===== src/verilog/gosm_defs.svh =====
// constants for the general output signal mux: offsets, fields, codes
`ifndef GOSM_DEFS_SVH
`define GOSM_DEFS_SVH

// register bus geometry
`define GOSM_ADDR_W 4
`define GOSM_DATA_W 8

// register offsets
`define GOSM_ADDR_PIN_C_CFG 4'h0
`define GOSM_ADDR_PIN_B_CFG 4'h1
`define GOSM_ADDR_PIN_A_CFG 4'h2
`define GOSM_ADDR_STICKY 4'h3
`define GOSM_ADDR_PIN_STATE 4'h4

// configuration register fields
`define GOSM_CFG_TEMP_BIT 7
`define GOSM_CFG_INV_BIT 6
`define GOSM_CFG_SEL_W 6

// reset values of the configuration registers
`define GOSM_RST_PIN_C_CFG 8'h29
`define GOSM_RST_PIN_B_CFG 8'h2E
`define GOSM_RST_PIN_A_CFG 8'h3F

// select codes
`define GOSM_SEL_RX_THR 6'h00
`define GOSM_SEL_RX_PKT 6'h01
`define GOSM_SEL_TX_THR 6'h02
`define GOSM_SEL_TX_FULL 6'h03
`define GOSM_SEL_RX_OVF 6'h04
`define GOSM_SEL_TX_UNF 6'h05
`define GOSM_SEL_SYNC 6'h06
`define GOSM_SEL_CRC_OK 6'h07
`define GOSM_SEL_PQI 6'h08
`define GOSM_SEL_CCA 6'h09
`define GOSM_SEL_LOCK 6'h0A
`define GOSM_SEL_SER_CLK 6'h0B
`define GOSM_SEL_CARRIER 6'h0E
`define GOSM_SEL_HIZ 6'h2E
`define GOSM_SEL_LOW 6'h2F
`define GOSM_SEL_CLK_DIV 6'h3F

// reference clock divide ratio for the default clock output
`define GOSM_CLK_DIV 192
`define GOSM_DIV_CNT_W 7

`endif


===== src/verilog/gosm_pkg.sv =====
// types shared by the general output signal mux modules
package gosm_pkg;

    // one pin configuration register
    typedef struct packed {
        logic temp_en;
        logic invert;
        logic [5:0] sel;
    } gosm_cfg_s;

    // register bus request from software
    typedef struct packed {
        logic [3:0] addr;
        logic [7:0] wdata;
        logic wr;
        logic rd;
    } gosm_bus_s;

    // status levels and one-cycle events from the radio core
    typedef struct packed {
        logic rx_at_thr;
        logic rx_empty;
        logic pkt_end;
        logic tx_at_thr;
        logic tx_full;
        logic rx_overflow;
        logic rx_flush;
        logic tx_underflow;
        logic tx_flush;
        logic sync_word;
        logic addr_fail;
        logic crc_ok_pkt;
        logic rx_first_read;
        logic pqi_above;
        logic cca_clear;
        logic pll_lock;
        logic serial_clk;
        logic carrier_sense;
        logic rx_active;
        logic tx_active;
    } gosm_status_s;

    // flags that hold between their set and clear events
    typedef struct packed {
        logic crc_ok;
        logic sync_active;
        logic tx_unf;
        logic rx_ovf;
        logic tx_full_hold;
        logic rx_pkt;
    } gosm_sticky_s;

endpackage


===== src/verilog/gosm_pin_stage.sv =====
// one output pin: selects a source, inverts, registers level and enable
`include "gosm_defs.svh"

module gosm_pin_stage
    import gosm_pkg::*;
#(
    parameter logic RESET_OE = 1'b0
) (
    input wire logic i_clk,          // reference clock
    input wire logic i_resetn,       // async reset, active low
    input wire logic [63:0] i_src,   // candidate signals by select code
    input wire gosm_cfg_s i_cfg,     // pin configuration
    input wire logic i_ovr,          // override the mux
    input wire logic i_ovr_val,      // level while overridden
    input wire logic i_ovr_oe,       // enable while overridden
    output logic o_pin,              // registered pin level
    output logic o_oe                // registered output enable
);

    logic pin_reg;
    logic pin_next;
    logic oe_reg;
    logic oe_next;

    // selection is combinational, only the flop reaches the pin
    always_comb begin
        pin_next = i_src[i_cfg.sel] ^ i_cfg.invert;
        oe_next = 1'b1;
        if (i_cfg.sel == `GOSM_SEL_HIZ || i_cfg.temp_en) begin
            oe_next = 1'b0;
        end
        if (i_ovr) begin
            pin_next = i_ovr_val;
            oe_next = i_ovr_oe;
        end
    end

    // registered so a reconfiguration never glitches the pin
    always_ff @(posedge i_clk or negedge i_resetn) begin
        if (!i_resetn) begin
            pin_reg <= 1'b0;
            oe_reg <= RESET_OE;
        end else begin
            pin_reg <= pin_next;
            oe_reg <= oe_next;
        end
    end

    assign o_pin = pin_reg;
    assign o_oe = oe_reg;

endmodule


===== src/verilog/gosm_top.sv =====
// general output signal mux: config registers, event flags, three pins
//
// How it works
// - each pin has its own six-bit select
// - pin b carries serial data while selected
// - pin b is high impedance after reset
// - pin a outputs reference clock over 192
// - writing 128 to pin a enables temperature
// - code 0 follows rx fill threshold level
// - code 1 set threshold/packet end, clear empty
// - code 2 follows tx fill threshold level
// - code 3 set full, clear below threshold
// - code 4 holds rx overflow until flush
// - code 5 holds tx underflow until flush
// - code 6 sync to packet end or abort
// - code 7 crc ok until first read
// - code 8 preamble quality above threshold
// - code 9 clear channel assessment level
// - code 10 shows synthesizer lock detector
// - code 11 shows serial bit clock
// - code 47 drives low, invert gives high
// - code 14 shows carrier sense
`include "gosm_defs.svh"

module gosm_top
    import gosm_pkg::*;
#(
    parameter int DIV_RATIO = `GOSM_CLK_DIV
) (
    input wire logic i_clk,              // reference oscillator clock
    input wire logic i_resetn,           // async reset, active low
    input wire gosm_bus_s i_bus,         // register bus request
    output logic [7:0] o_rdata,          // read data, cycle after read
    input wire gosm_status_s i_status,   // radio core status and events
    input wire logic i_chip_select_n,    // serial interface select, low
    input wire logic i_spi_so,           // serial data out from spi
    input wire logic i_spi_so_oe,        // spi drives its data out
    output logic o_gen_out_pin_a,        // pin a level
    output logic o_gen_out_pin_a_oe,     // pin a output enable
    output logic o_gen_out_pin_b,        // pin b level
    output logic o_gen_out_pin_b_oe,     // pin b output enable
    output logic o_gen_out_pin_c,        // pin c level
    output logic o_gen_out_pin_c_oe,     // pin c output enable
    output logic o_temp_sense_en         // pin a carries analog sensor
);

    localparam int HALF = DIV_RATIO / 2;
    localparam logic [6:0] HALF_LAST = 7'(HALF - 1);

    // ---- configuration registers ----
    gosm_cfg_s pin_a_config_reg;
    gosm_cfg_s pin_a_config_next;
    gosm_cfg_s pin_b_config_reg;
    gosm_cfg_s pin_b_config_next;
    gosm_cfg_s pin_c_config_reg;
    gosm_cfg_s pin_c_config_next;
    logic [7:0] rdata_reg;
    logic [7:0] rdata_next;

    // ---- event flags ----
    gosm_sticky_s sticky_reg;
    gosm_sticky_s sticky_next;

    // ---- clock divider ----
    logic [`GOSM_DIV_CNT_W-1:0] div_cnt_reg;
    logic [`GOSM_DIV_CNT_W-1:0] div_cnt_next;
    logic div_clk_reg;
    logic div_clk_next;
    logic temp_en_reg;
    logic temp_en_next;

    // ---- mux sources and pin wires ----
    logic [63:0] src;
    logic pin_a;
    logic pin_a_oe;
    logic pin_b;
    logic pin_b_oe;
    logic pin_c;
    logic pin_c_oe;

    // pin b and c have no analog path, so their top bit is kept zero
    function automatic gosm_cfg_s cfg_digital(input logic [7:0] d);
        gosm_cfg_s c;
        c = gosm_cfg_s'(d);
        c.temp_en = 1'b0;
        return c;
    endfunction

    // register writes; one-cycle strobe with address and data
    always_comb begin
        pin_a_config_next = pin_a_config_reg;
        pin_b_config_next = pin_b_config_reg;
        pin_c_config_next = pin_c_config_reg;
        if (i_bus.wr) begin
            unique case (i_bus.addr)
                `GOSM_ADDR_PIN_A_CFG: begin
                    pin_a_config_next = gosm_cfg_s'(i_bus.wdata);
                end
                `GOSM_ADDR_PIN_B_CFG: begin
                    pin_b_config_next = cfg_digital(i_bus.wdata);
                end
                `GOSM_ADDR_PIN_C_CFG: begin
                    pin_c_config_next = cfg_digital(i_bus.wdata);
                end
                default: begin
                    // read-only and unmapped offsets ignore writes
                end
            endcase
        end
    end

    // read data stands only in the cycle after the read strobe
    always_comb begin
        rdata_next = 8'h00;
        if (i_bus.rd) begin
            unique case (i_bus.addr)
                `GOSM_ADDR_PIN_A_CFG: rdata_next = pin_a_config_reg;
                `GOSM_ADDR_PIN_B_CFG: rdata_next = pin_b_config_reg;
                `GOSM_ADDR_PIN_C_CFG: rdata_next = pin_c_config_reg;
                `GOSM_ADDR_STICKY: rdata_next = {2'b00, sticky_reg};
                `GOSM_ADDR_PIN_STATE: begin
                    rdata_next = {2'b00, pin_c_oe, pin_b_oe, pin_a_oe,
                        pin_c, pin_b, pin_a};
                end
                default: rdata_next = 8'h00;
            endcase
        end
    end

    // pins restart from their power-on selections
    always_ff @(posedge i_clk or negedge i_resetn) begin
        if (!i_resetn) begin
            pin_a_config_reg <= `GOSM_RST_PIN_A_CFG;
            pin_b_config_reg <= `GOSM_RST_PIN_B_CFG;
            pin_c_config_reg <= `GOSM_RST_PIN_C_CFG;
            rdata_reg <= 8'h00;
        end else begin
            pin_a_config_reg <= pin_a_config_next;
            pin_b_config_reg <= pin_b_config_next;
            pin_c_config_reg <= pin_c_config_next;
            rdata_reg <= rdata_next;
        end
    end

    // event flags; in every flag a set in the clear cycle wins
    always_comb begin
        sticky_next = sticky_reg;
        // fill threshold or packet end, held until the fifo is empty
        if (i_status.rx_empty) begin
            sticky_next.rx_pkt = 1'b0;
        end
        if (i_status.rx_at_thr || i_status.pkt_end) begin
            sticky_next.rx_pkt = 1'b1;
        end
        // full is held until the fifo drains below its threshold
        if (!i_status.tx_at_thr) begin
            sticky_next.tx_full_hold = 1'b0;
        end
        if (i_status.tx_full) begin
            sticky_next.tx_full_hold = 1'b1;
        end
        // overflow survives until software flushes the fifo
        if (i_status.rx_flush) begin
            sticky_next.rx_ovf = 1'b0;
        end
        if (i_status.rx_overflow) begin
            sticky_next.rx_ovf = 1'b1;
        end
        if (i_status.tx_flush) begin
            sticky_next.tx_unf = 1'b0;
        end
        if (i_status.tx_underflow) begin
            sticky_next.tx_unf = 1'b1;
        end
        // sync to packet end, cut short by the direction's abort
        if (i_status.pkt_end
            || (i_status.rx_active
                && (i_status.addr_fail || i_status.rx_overflow))
            || (i_status.tx_active && i_status.tx_underflow)) begin
            sticky_next.sync_active = 1'b0;
        end
        if (i_status.sync_word) begin
            sticky_next.sync_active = 1'b1;
        end
        // good packet flag, dropped as soon as its first byte is read
        if (i_status.rx_first_read) begin
            sticky_next.crc_ok = 1'b0;
        end
        if (i_status.crc_ok_pkt) begin
            sticky_next.crc_ok = 1'b1;
        end
    end

    always_ff @(posedge i_clk or negedge i_resetn) begin
        if (!i_resetn) begin
            sticky_reg <= '0;
        end else begin
            sticky_reg <= sticky_next;
        end
    end

    // divider toggles every half ratio so the output is square
    always_comb begin
        div_cnt_next = div_cnt_reg + 7'h01;
        div_clk_next = div_clk_reg;
        if (div_cnt_reg == HALF_LAST) begin
            div_cnt_next = 7'h00;
            div_clk_next = ~div_clk_reg;
        end
        temp_en_next = pin_a_config_reg.temp_en;
    end

    always_ff @(posedge i_clk or negedge i_resetn) begin
        if (!i_resetn) begin
            div_cnt_reg <= 7'h00;
            div_clk_reg <= 1'b0;
            temp_en_reg <= 1'b0;
        end else begin
            div_cnt_reg <= div_cnt_next;
            div_clk_reg <= div_clk_next;
            temp_en_reg <= temp_en_next;
        end
    end

    // source table indexed by select code; unlisted codes read low
    always_comb begin
        src = 64'h0000_0000_0000_0000;
        src[`GOSM_SEL_RX_THR] = i_status.rx_at_thr;
        src[`GOSM_SEL_RX_PKT] = sticky_reg.rx_pkt;
        src[`GOSM_SEL_TX_THR] = i_status.tx_at_thr;
        src[`GOSM_SEL_TX_FULL] = sticky_reg.tx_full_hold;
        src[`GOSM_SEL_RX_OVF] = sticky_reg.rx_ovf;
        src[`GOSM_SEL_TX_UNF] = sticky_reg.tx_unf;
        src[`GOSM_SEL_SYNC] = sticky_reg.sync_active;
        src[`GOSM_SEL_CRC_OK] = sticky_reg.crc_ok;
        src[`GOSM_SEL_PQI] = i_status.pqi_above;
        src[`GOSM_SEL_CCA] = i_status.cca_clear;
        src[`GOSM_SEL_LOCK] = i_status.pll_lock;
        src[`GOSM_SEL_SER_CLK] = i_status.serial_clk;
        src[`GOSM_SEL_CARRIER] = i_status.carrier_sense;
        src[`GOSM_SEL_LOW] = 1'b0;
        src[`GOSM_SEL_CLK_DIV] = div_clk_reg;
    end

    // pin a: drives from reset since it clocks the host
    gosm_pin_stage #(
        .RESET_OE(1'b1)
    ) u_pin_a (
        .i_clk(i_clk),
        .i_resetn(i_resetn),
        .i_src(src),
        .i_cfg(pin_a_config_reg),
        .i_ovr(1'b0),
        .i_ovr_val(1'b0),
        .i_ovr_oe(1'b0),
        .o_pin(pin_a),
        .o_oe(pin_a_oe)
    );

    // pin b: serial interface owns it while chip select is low,
    // so the mux level is only meaningful with chip select high
    gosm_pin_stage #(
        .RESET_OE(1'b0)
    ) u_pin_b (
        .i_clk(i_clk),
        .i_resetn(i_resetn),
        .i_src(src),
        .i_cfg(pin_b_config_reg),
        .i_ovr(~i_chip_select_n),
        .i_ovr_val(i_spi_so),
        .i_ovr_oe(i_spi_so_oe),
        .o_pin(pin_b),
        .o_oe(pin_b_oe)
    );

    // pin c: plain digital monitor
    gosm_pin_stage #(
        .RESET_OE(1'b1)
    ) u_pin_c (
        .i_clk(i_clk),
        .i_resetn(i_resetn),
        .i_src(src),
        .i_cfg(pin_c_config_reg),
        .i_ovr(1'b0),
        .i_ovr_val(1'b0),
        .i_ovr_oe(1'b0),
        .o_pin(pin_c),
        .o_oe(pin_c_oe)
    );

    // outputs come straight from the stage and local flops
    assign o_gen_out_pin_a = pin_a;
    assign o_gen_out_pin_a_oe = pin_a_oe;
    assign o_gen_out_pin_b = pin_b;
    assign o_gen_out_pin_b_oe = pin_b_oe;
    assign o_gen_out_pin_c = pin_c;
    assign o_gen_out_pin_c_oe = pin_c_oe;
    assign o_temp_sense_en = temp_en_reg;
    assign o_rdata = rdata_reg;

endmodule


===== config.mk =====
export PLATFORM = sky130hd
export DESIGN_NAME = gosm_top
export DESIGN_NICKNAME = d
export VERILOG_FILES = /design/src/verilog/gosm_pkg.sv /design/src/verilog/gosm_pin_stage.sv /design/src/verilog/gosm_top.sv
export VERILOG_INCLUDE_DIRS = /design/src /design/src/verilog
export SDC_FILE = /design/constraint.sdc
export NUM_CORES = 1
export LEC_CHECK = 0
export ABC_AREA = 1
export BUFFER_PORTS_ARGS = -buffer_cell sky130_fd_sc_hd__buf_2
export CORE_MARGIN = 2
export CORE_UTILIZATION = 35
export CTS_BUF_LIST = sky130_fd_sc_hd__clkbuf_8
export DETAILED_ROUTE_END_ITERATION = 12
export GPL_ROUTABILITY_DRIVEN = 0
export PLACE_DENSITY = 0.55
export RECOVER_POWER = 25
export SETUP_SLACK_MARGIN = 0.4
export SYNTH_ARGS = -nofsm -noshare
export SYNTH_HDL_FRONTEND = slang
export SYNTH_SLANG_ARGS = --single-unit

===== constraint.sdc =====
create_clock -name i_clk -period 4.3 [get_ports i_clk]
set_clock_uncertainty 0.05 [all_clocks]
set_input_delay 0.43 -clock i_clk [delete_from_list [all_inputs] [get_ports i_clk]]
set_output_delay 0.43 -clock i_clk [all_outputs]
set_load 0.01 [all_outputs]

After elaboration in Yosys (flattened, before gate mapping)

Index checks and enable logic that the tools add are counted.

Bits in registers: 51
Input port bits: 39
Output and inout bits: 15
Word-level logic and storage cells: 82

Add/subtract/negate cells: 1
Magnitude comparators: 3
Equal/unequal tests: 9
Mux-type cells: 26
Bitwise logic cells: 4
Reductions and logical operators: 16

Operators by type and width:

| operator                                             | count |
|---|---|
| case mux 8 bit (5 select lines)                      | 1 |
| < comparator 6 x 7 -> 1 bit (second input constant)  | 3 |
| 2-to-1 mux 1 bit                                     | 20 |
| binary-select mux 1 bit (select 6 bit)               | 3 |
| equality test 6 bit (second input constant)          | 3 |
| nonzero test 2 bit                                   | 5 |
| equality test 4 x 2 -> 1 bit (second input constant) | 2 |
| 2-to-1 mux 8 bit                                     | 1 |
| adder 7 x 1 -> 7 bit (second input constant)         | 1 |
| equality test 7 bit (second input constant)          | 1 |
| 2-to-1 mux 7 bit                                     | 1 |
| AND reduction 2 bit                                  | 3 |
| logical OR 1 bit                                     | 5 |
| equality test 4 x 1 -> 1 bit (second input constant) | 1 |
| equality test 4 x 3 -> 1 bit (second input constant) | 1 |
| logical NOT 4 bit                                    | 1 |
| XOR 1 bit                                            | 3 |
| logical AND 1 bit                                    | 2 |
| inequality test 2 bit (second input constant)        | 1 |
| NOT 1 bit                                            | 1 |

Longest topological paths before layout

Word-level depth: 6
Gate-level depth with buffers: 13
Gate-level depth less buffers: 12

Hierarchy

From an unflattened synthesis, not the netlist that was laid out.

Cell total of the unflattened synthesis: 743
Area total of the unflattened synthesis: 4,626.9 um^2

By module, submodules not included:

| module                    | instances | cells each | area an instance (um^2) | seq. area each (um^2) |
|---|---|---|---|---|
| gosm_top                  | 1         | 225        | 2,135.8                 | 1,142.3 |
| gosm_pin_stage at u_pin_c | 1         | 186        | 870.8                   | 51.3 |
| gosm_pin_stage at u_pin_a | 1         | 166        | 810.8                   | 51.3 |
| gosm_pin_stage at u_pin_b | 1         | 166        | 809.5                   | 50.0 |

Worst setup path after synthesis

Ideal clock, no wire load.

Kind: register to register
Start: register pin_a_config_reg[0] (netlist name)
End: register u_pin_a.pin_reg (netlist: u_pin_a.o_pin)
Setup time: 0.117 ns
Arrival: 1.280 ns
Required time: 4.133 ns
Setup slack: 2.853 ns
Cell stages (with the launch flop): 11
Path buffers: 1
Period minus slack after synthesis: 1.447 ns
Cells stage by stage: dfstp_2 -> buf_2 -> inv_2 -> a21oi_1 -> o21ai_0 -> nand3_1 -> nand3_1 -> nand2_1 -> nand3_1 -> nand3_1 -> nand2_1

Longest elaborated chain between the ends: 3

RTL lines:

| element                                | RTL line             | text |
|---|---|---|
| from (decl)                            | gosm_top.sv:51       | `gosm_cfg_s pin_a_config_reg;` |
| from (signal assigned)                 | gosm_top.sv:133      | `` pin_a_config_reg <= `GOSM_RST_PIN_A_CFG; `` |
| from (signal assigned)                 | gosm_top.sv:138      | `pin_a_config_reg <= pin_a_config_next;` |
| binary-select mux 1 bit (select 6 bit) | gosm_pin_stage.sv:27 | `pin_next = i_src[i_cfg.sel] ^ i_cfg.invert;` |
| 2-to-1 mux 1 bit (implied by the code) | gosm_pin_stage.sv:27 |  |
| XOR 1 bit                              | gosm_pin_stage.sv:27 |  |
| named net u_pin_a.pin_next             | gosm_pin_stage.sv:21 | `logic pin_next;` |
| to (signal assigned)                   | gosm_pin_stage.sv:44 | `pin_reg <= pin_next;` |
| to (decl)                              | gosm_pin_stage.sv:20 | `logic pin_reg;` |

The timed path passes the listed nets, and every way through them passes these cells. The select of a mux whose other input is x is not followed.
A chain may end at the register's enable or synchronous reset.

Worst setup path after layout

Start: register pin_c_config_reg[0] (netlist name)
End: register u_pin_c.pin_reg (netlist: u_pin_c.o_pin)

Longest elaborated chain between the ends: 3

RTL lines:

| element                                | RTL line             | text |
|---|---|---|
| from (decl)                            | gosm_top.sv:55       | `gosm_cfg_s pin_c_config_reg;` |
| from (signal assigned)                 | gosm_top.sv:135      | `` pin_c_config_reg <= `GOSM_RST_PIN_C_CFG; `` |
| from (signal assigned)                 | gosm_top.sv:140      | `pin_c_config_reg <= pin_c_config_next;` |
| binary-select mux 1 bit (select 6 bit) | gosm_pin_stage.sv:27 |  |
| 2-to-1 mux 1 bit (implied by the code) | gosm_pin_stage.sv:27 |  |
| XOR 1 bit                              | gosm_pin_stage.sv:27 |  |
| named net u_pin_c.pin_next             | gosm_pin_stage.sv:21 |  |
| to (signal assigned)                   | gosm_pin_stage.sv:44 |  |
| to (decl)                              | gosm_pin_stage.sv:20 |  |

The timed path passes the listed nets, and every way through them passes these cells. The select of a mux whose other input is x is not followed.

==> results.yml <==
status:
  status: "complete, no violations"
critical_path:
  arrival_ps: 1760
  start_kind: "register"
  setup.worst_path.class: "reg2reg"
  cp_common_cell: "nand2_1"
  crit_slowest_cell: "dfstp_2"
  worstPathMaxFanout: 11
  cp-end-kind: "register"
  critical-path-max-stage-delay_ps: 700
  worstPathCellList: "nand2_2 -> nor2_2 -> a21oi_2 -> nand2_1 -> nand2_1 -> a21oi_2 -> nand3_1 -> nand3_1 -> nand2_1"
  reg2reg_depth: 9
  cp.required_ps: 4450
worst_hold_path:
  hp-class: "in2async"
logic_synthesis:
  mappedNetlistNets: 366
  synth_area_per_cell_um2: 8.16
  ys_types: 36
  ys_seq_area_frac: 0.487
  ys_seq_elements: 51
  netlist_area_um2: 2660
  yosys_warnings: 0
  syn-instance-count: 326
drt:
  via_per_inst: 4.95
  drt-met1-wl_mm: 3.05
  drc: 0
  ant_nets: 0
  dr.first_iter.drc_count: 174
  wl_per_cell_um: 14.0
  num_vias: 2381
  routed_wl_mm: 6.74
  wl_met2_mm: 3.20
  wl_met3_um: 348
  highest_layer: "met4"
  dr.pass1.iters: 4
cts:
  htree_levels: 2
  cts_buffer_depth: 2
  numCtsBuffers: 5
  cts-root-buf: "clkbuf_8"
  post-cts-setup-buffer-count: 0
  cts_resized: 0
  cts_hold_buffers: 0
  cts_tree: "yes"
  path_clk_slew_ps: 100
  clk_latency_ps: 310
  cts.sinks: 51
floorplanning:
  core_um2: 7290
  fp.dieW_um: 91.2
  die_area_um2: 8310
  io_pins: 54
  initial_core_util: 0.365
  fp.dieH_um: 91.2
  num_rows: 31
final_layout:
  drive_above_1_share: 0.243
  stdcell_count: 481
  final_nets: 421
  areaGrowthSynthToFinish_pct: 16.7
  utilization: 0.426
  num_antenna_cells: 0
  num-fill-cells: 799
  largest_reg_flops: 8
global_route:
  grt-ovfl-total: 0
  grt_max_degree: 52
  grt_pass1_vias: 2371
  antenna_found_initial: 0
  grt_usage: 0.172
  grt_pass1_wl_mm: 11.3
sta:
  report.final.slew_viol_count: 0
  post-route-period-util: 0.373
  setup_tns_ps: 0
  setup_viol: 0
  worst_pin_slew_ps: 626
  rsz0062_at_grt: "false"
  finalHoldViolCount: 0
  slew_headroom: 0.583
  fmax_mhz: 624
  min_period_ps: 1600
placed_design:
  dp.cells: 473
  placement.io_buffers: 53
  dp_hpwl_mm: 5.31
pwr:
  ir_drop_mv: 0.159
  leakage_nw: 1.58
  powerDensity_nw_per_um2: 394
run:
  cap_violations: 0
[final timing paths]
| kind | slack [ps] | end | start |
|---|---|---|---|
| min in group i_clk | 240 | src[4] | i_status[13] |
| worst max register to register | 2700 | u_pin_c.o_pin | pin_c_config_reg[0] |
| worst min-delay path | 160 | src[5] | i_resetn |
| worst min register to register | 410 | o_temp_sense_en | temp_en_next |
| max in group asynchronous | 3610 | u_pin_b.o_oe | i_resetn |
| worst max-delay path | 2700 | u_pin_c.o_pin | pin_c_config_reg[0] |
[per-layer routing]
| metal | vias to the layer above | GRT usage |
|---|---|---|
| met5 | - | 0 |
| met2 | 75 | 0.294 |
| met1 | 1105 | 0.213 |
| li1 | 1191 | - |
| met3 | 10 | 0.0307 |
| met4 | 0 | 0.0707 |
[power breakdown]
| part | leakage, nW | internal [mW] | switching [mW] |
|---|---|---|---|
| registers | 0.601 | 0.565 | 0.0822 |
| logic | 0.941 | 0.115 | 0.178 |
| clock network | 0.0408 | 0.117 | 0.168 |
| total | 1.58 | 0.796 | 0.428 |
[cells in the final DEF (no fill, tap or decap), drive strengths merged]
| master | synthesis | final |
|---|---|---|
| xor2 | 2 | 2 |
| o21bai | 4 | 4 |
| a211oi | 6 | 6 |
| nor3 | 4 | 4 |
| inv | 60 | 61 |
| dfstp | 15 | 15 |
| mux2 | 1 | 1 |
| a41o | 1 | 1 |
| nand4 | 7 | 7 |
| buf | 5 | 54 |
| nand3 | 27 | 27 |
| ha | 1 | 1 |
| nor4 | 4 | 4 |
| nand2 | 64 | 64 |
| o21ai | 35 | 35 |
| a41oi | 2 | 2 |
| o211ai | 1 | 1 |
| dfrtp | 36 | 36 |
| a21oi | 14 | 14 |
| clkbuf | 1 | 5 |
| nor2 | 20 | 20 |
| nor3b | 1 | 1 |
| a31oi | 1 | 1 |
| clkinvlp | 0 | 2 |
| o22ai | 13 | 13 |
| nand3b | 1 | 1 |
[critical path: cells and delay by family (launching register included)]
kind	cells	cell delay, ps
simple gates	7	580
compound gates	2	160
flops	1	700
[kinds of logic after synthesis]
logic type / synth area share
adder cells (fa/ha/maj): 0.00470
XOR/XNOR: 0.00659
multiplexers: 0.00564
AND/OR/NAND/NOR: 0.225
AO/OA/AOI/OAI: 0.169
buffers and inverters: 0.102
flip-flops: 0.487
[final cells by class]
type	count	area, µm²	share of cell area
clock buffer	5	68.8	0.0222
clock inverter	3	23.8	0.00766
inverter	60	228	0.0733
multi-input combinational	209	1090	0.352
sequential	51	1290	0.417
tap	99	124	0.0399
timing repair buffer	54	273	0.0878
[per-stage QoR]
| stage | worst slack [ps] | hold WS [ps] | total power, mW | instance area, µm² |
|---|---|---|---|---|
| 5_1_grt | 2570 | 210 | 1.31 | 3110 |
| 6_report | 2700 | 162 | 1.22 | 3110 |
| 2_1_floorplan | 2850 | 84.4 | 0.836 | 2660 |
| 3_5_place_dp | 2530 | 382 | 0.948 | 3010 |
| 4_1_cts | 2700 | 185 | 1.23 | 3110 |
| 3_3_place_gp | 2550 | 385 | 0.943 | 3010 |
[Yosys cell counts, drive strengths merged]
cell type / number / area [µm²]
o21ai: 35 / 175
a41o: 1 / 10.0
clkbuf: 1 / 3.75
nand2: 64 / 255
dfrtp: 36 / 901
inv: 60 / 228
ha: 1 / 12.5
nand4: 7 / 43.8
nand3b: 1 / 7.51
a21oi: 14 / 77.6
buf: 5 / 40.0
a41oi: 2 / 17.5
mux2: 1 / 15.0
xor2: 2 / 17.5
a211oi: 6 / 45.0
dfstp: 15 / 394
nand3: 27 / 135
nor3b: 1 / 7.51
o211ai: 1 / 7.51
o22ai: 13 / 81.3
nor4: 4 / 25.0
o21bai: 4 / 30.0
nor2: 20 / 92.6
a31oi: 1 / 6.26
nor3: 4 / 31.3
No activity file was read; power rests on OpenSTA's default activity.
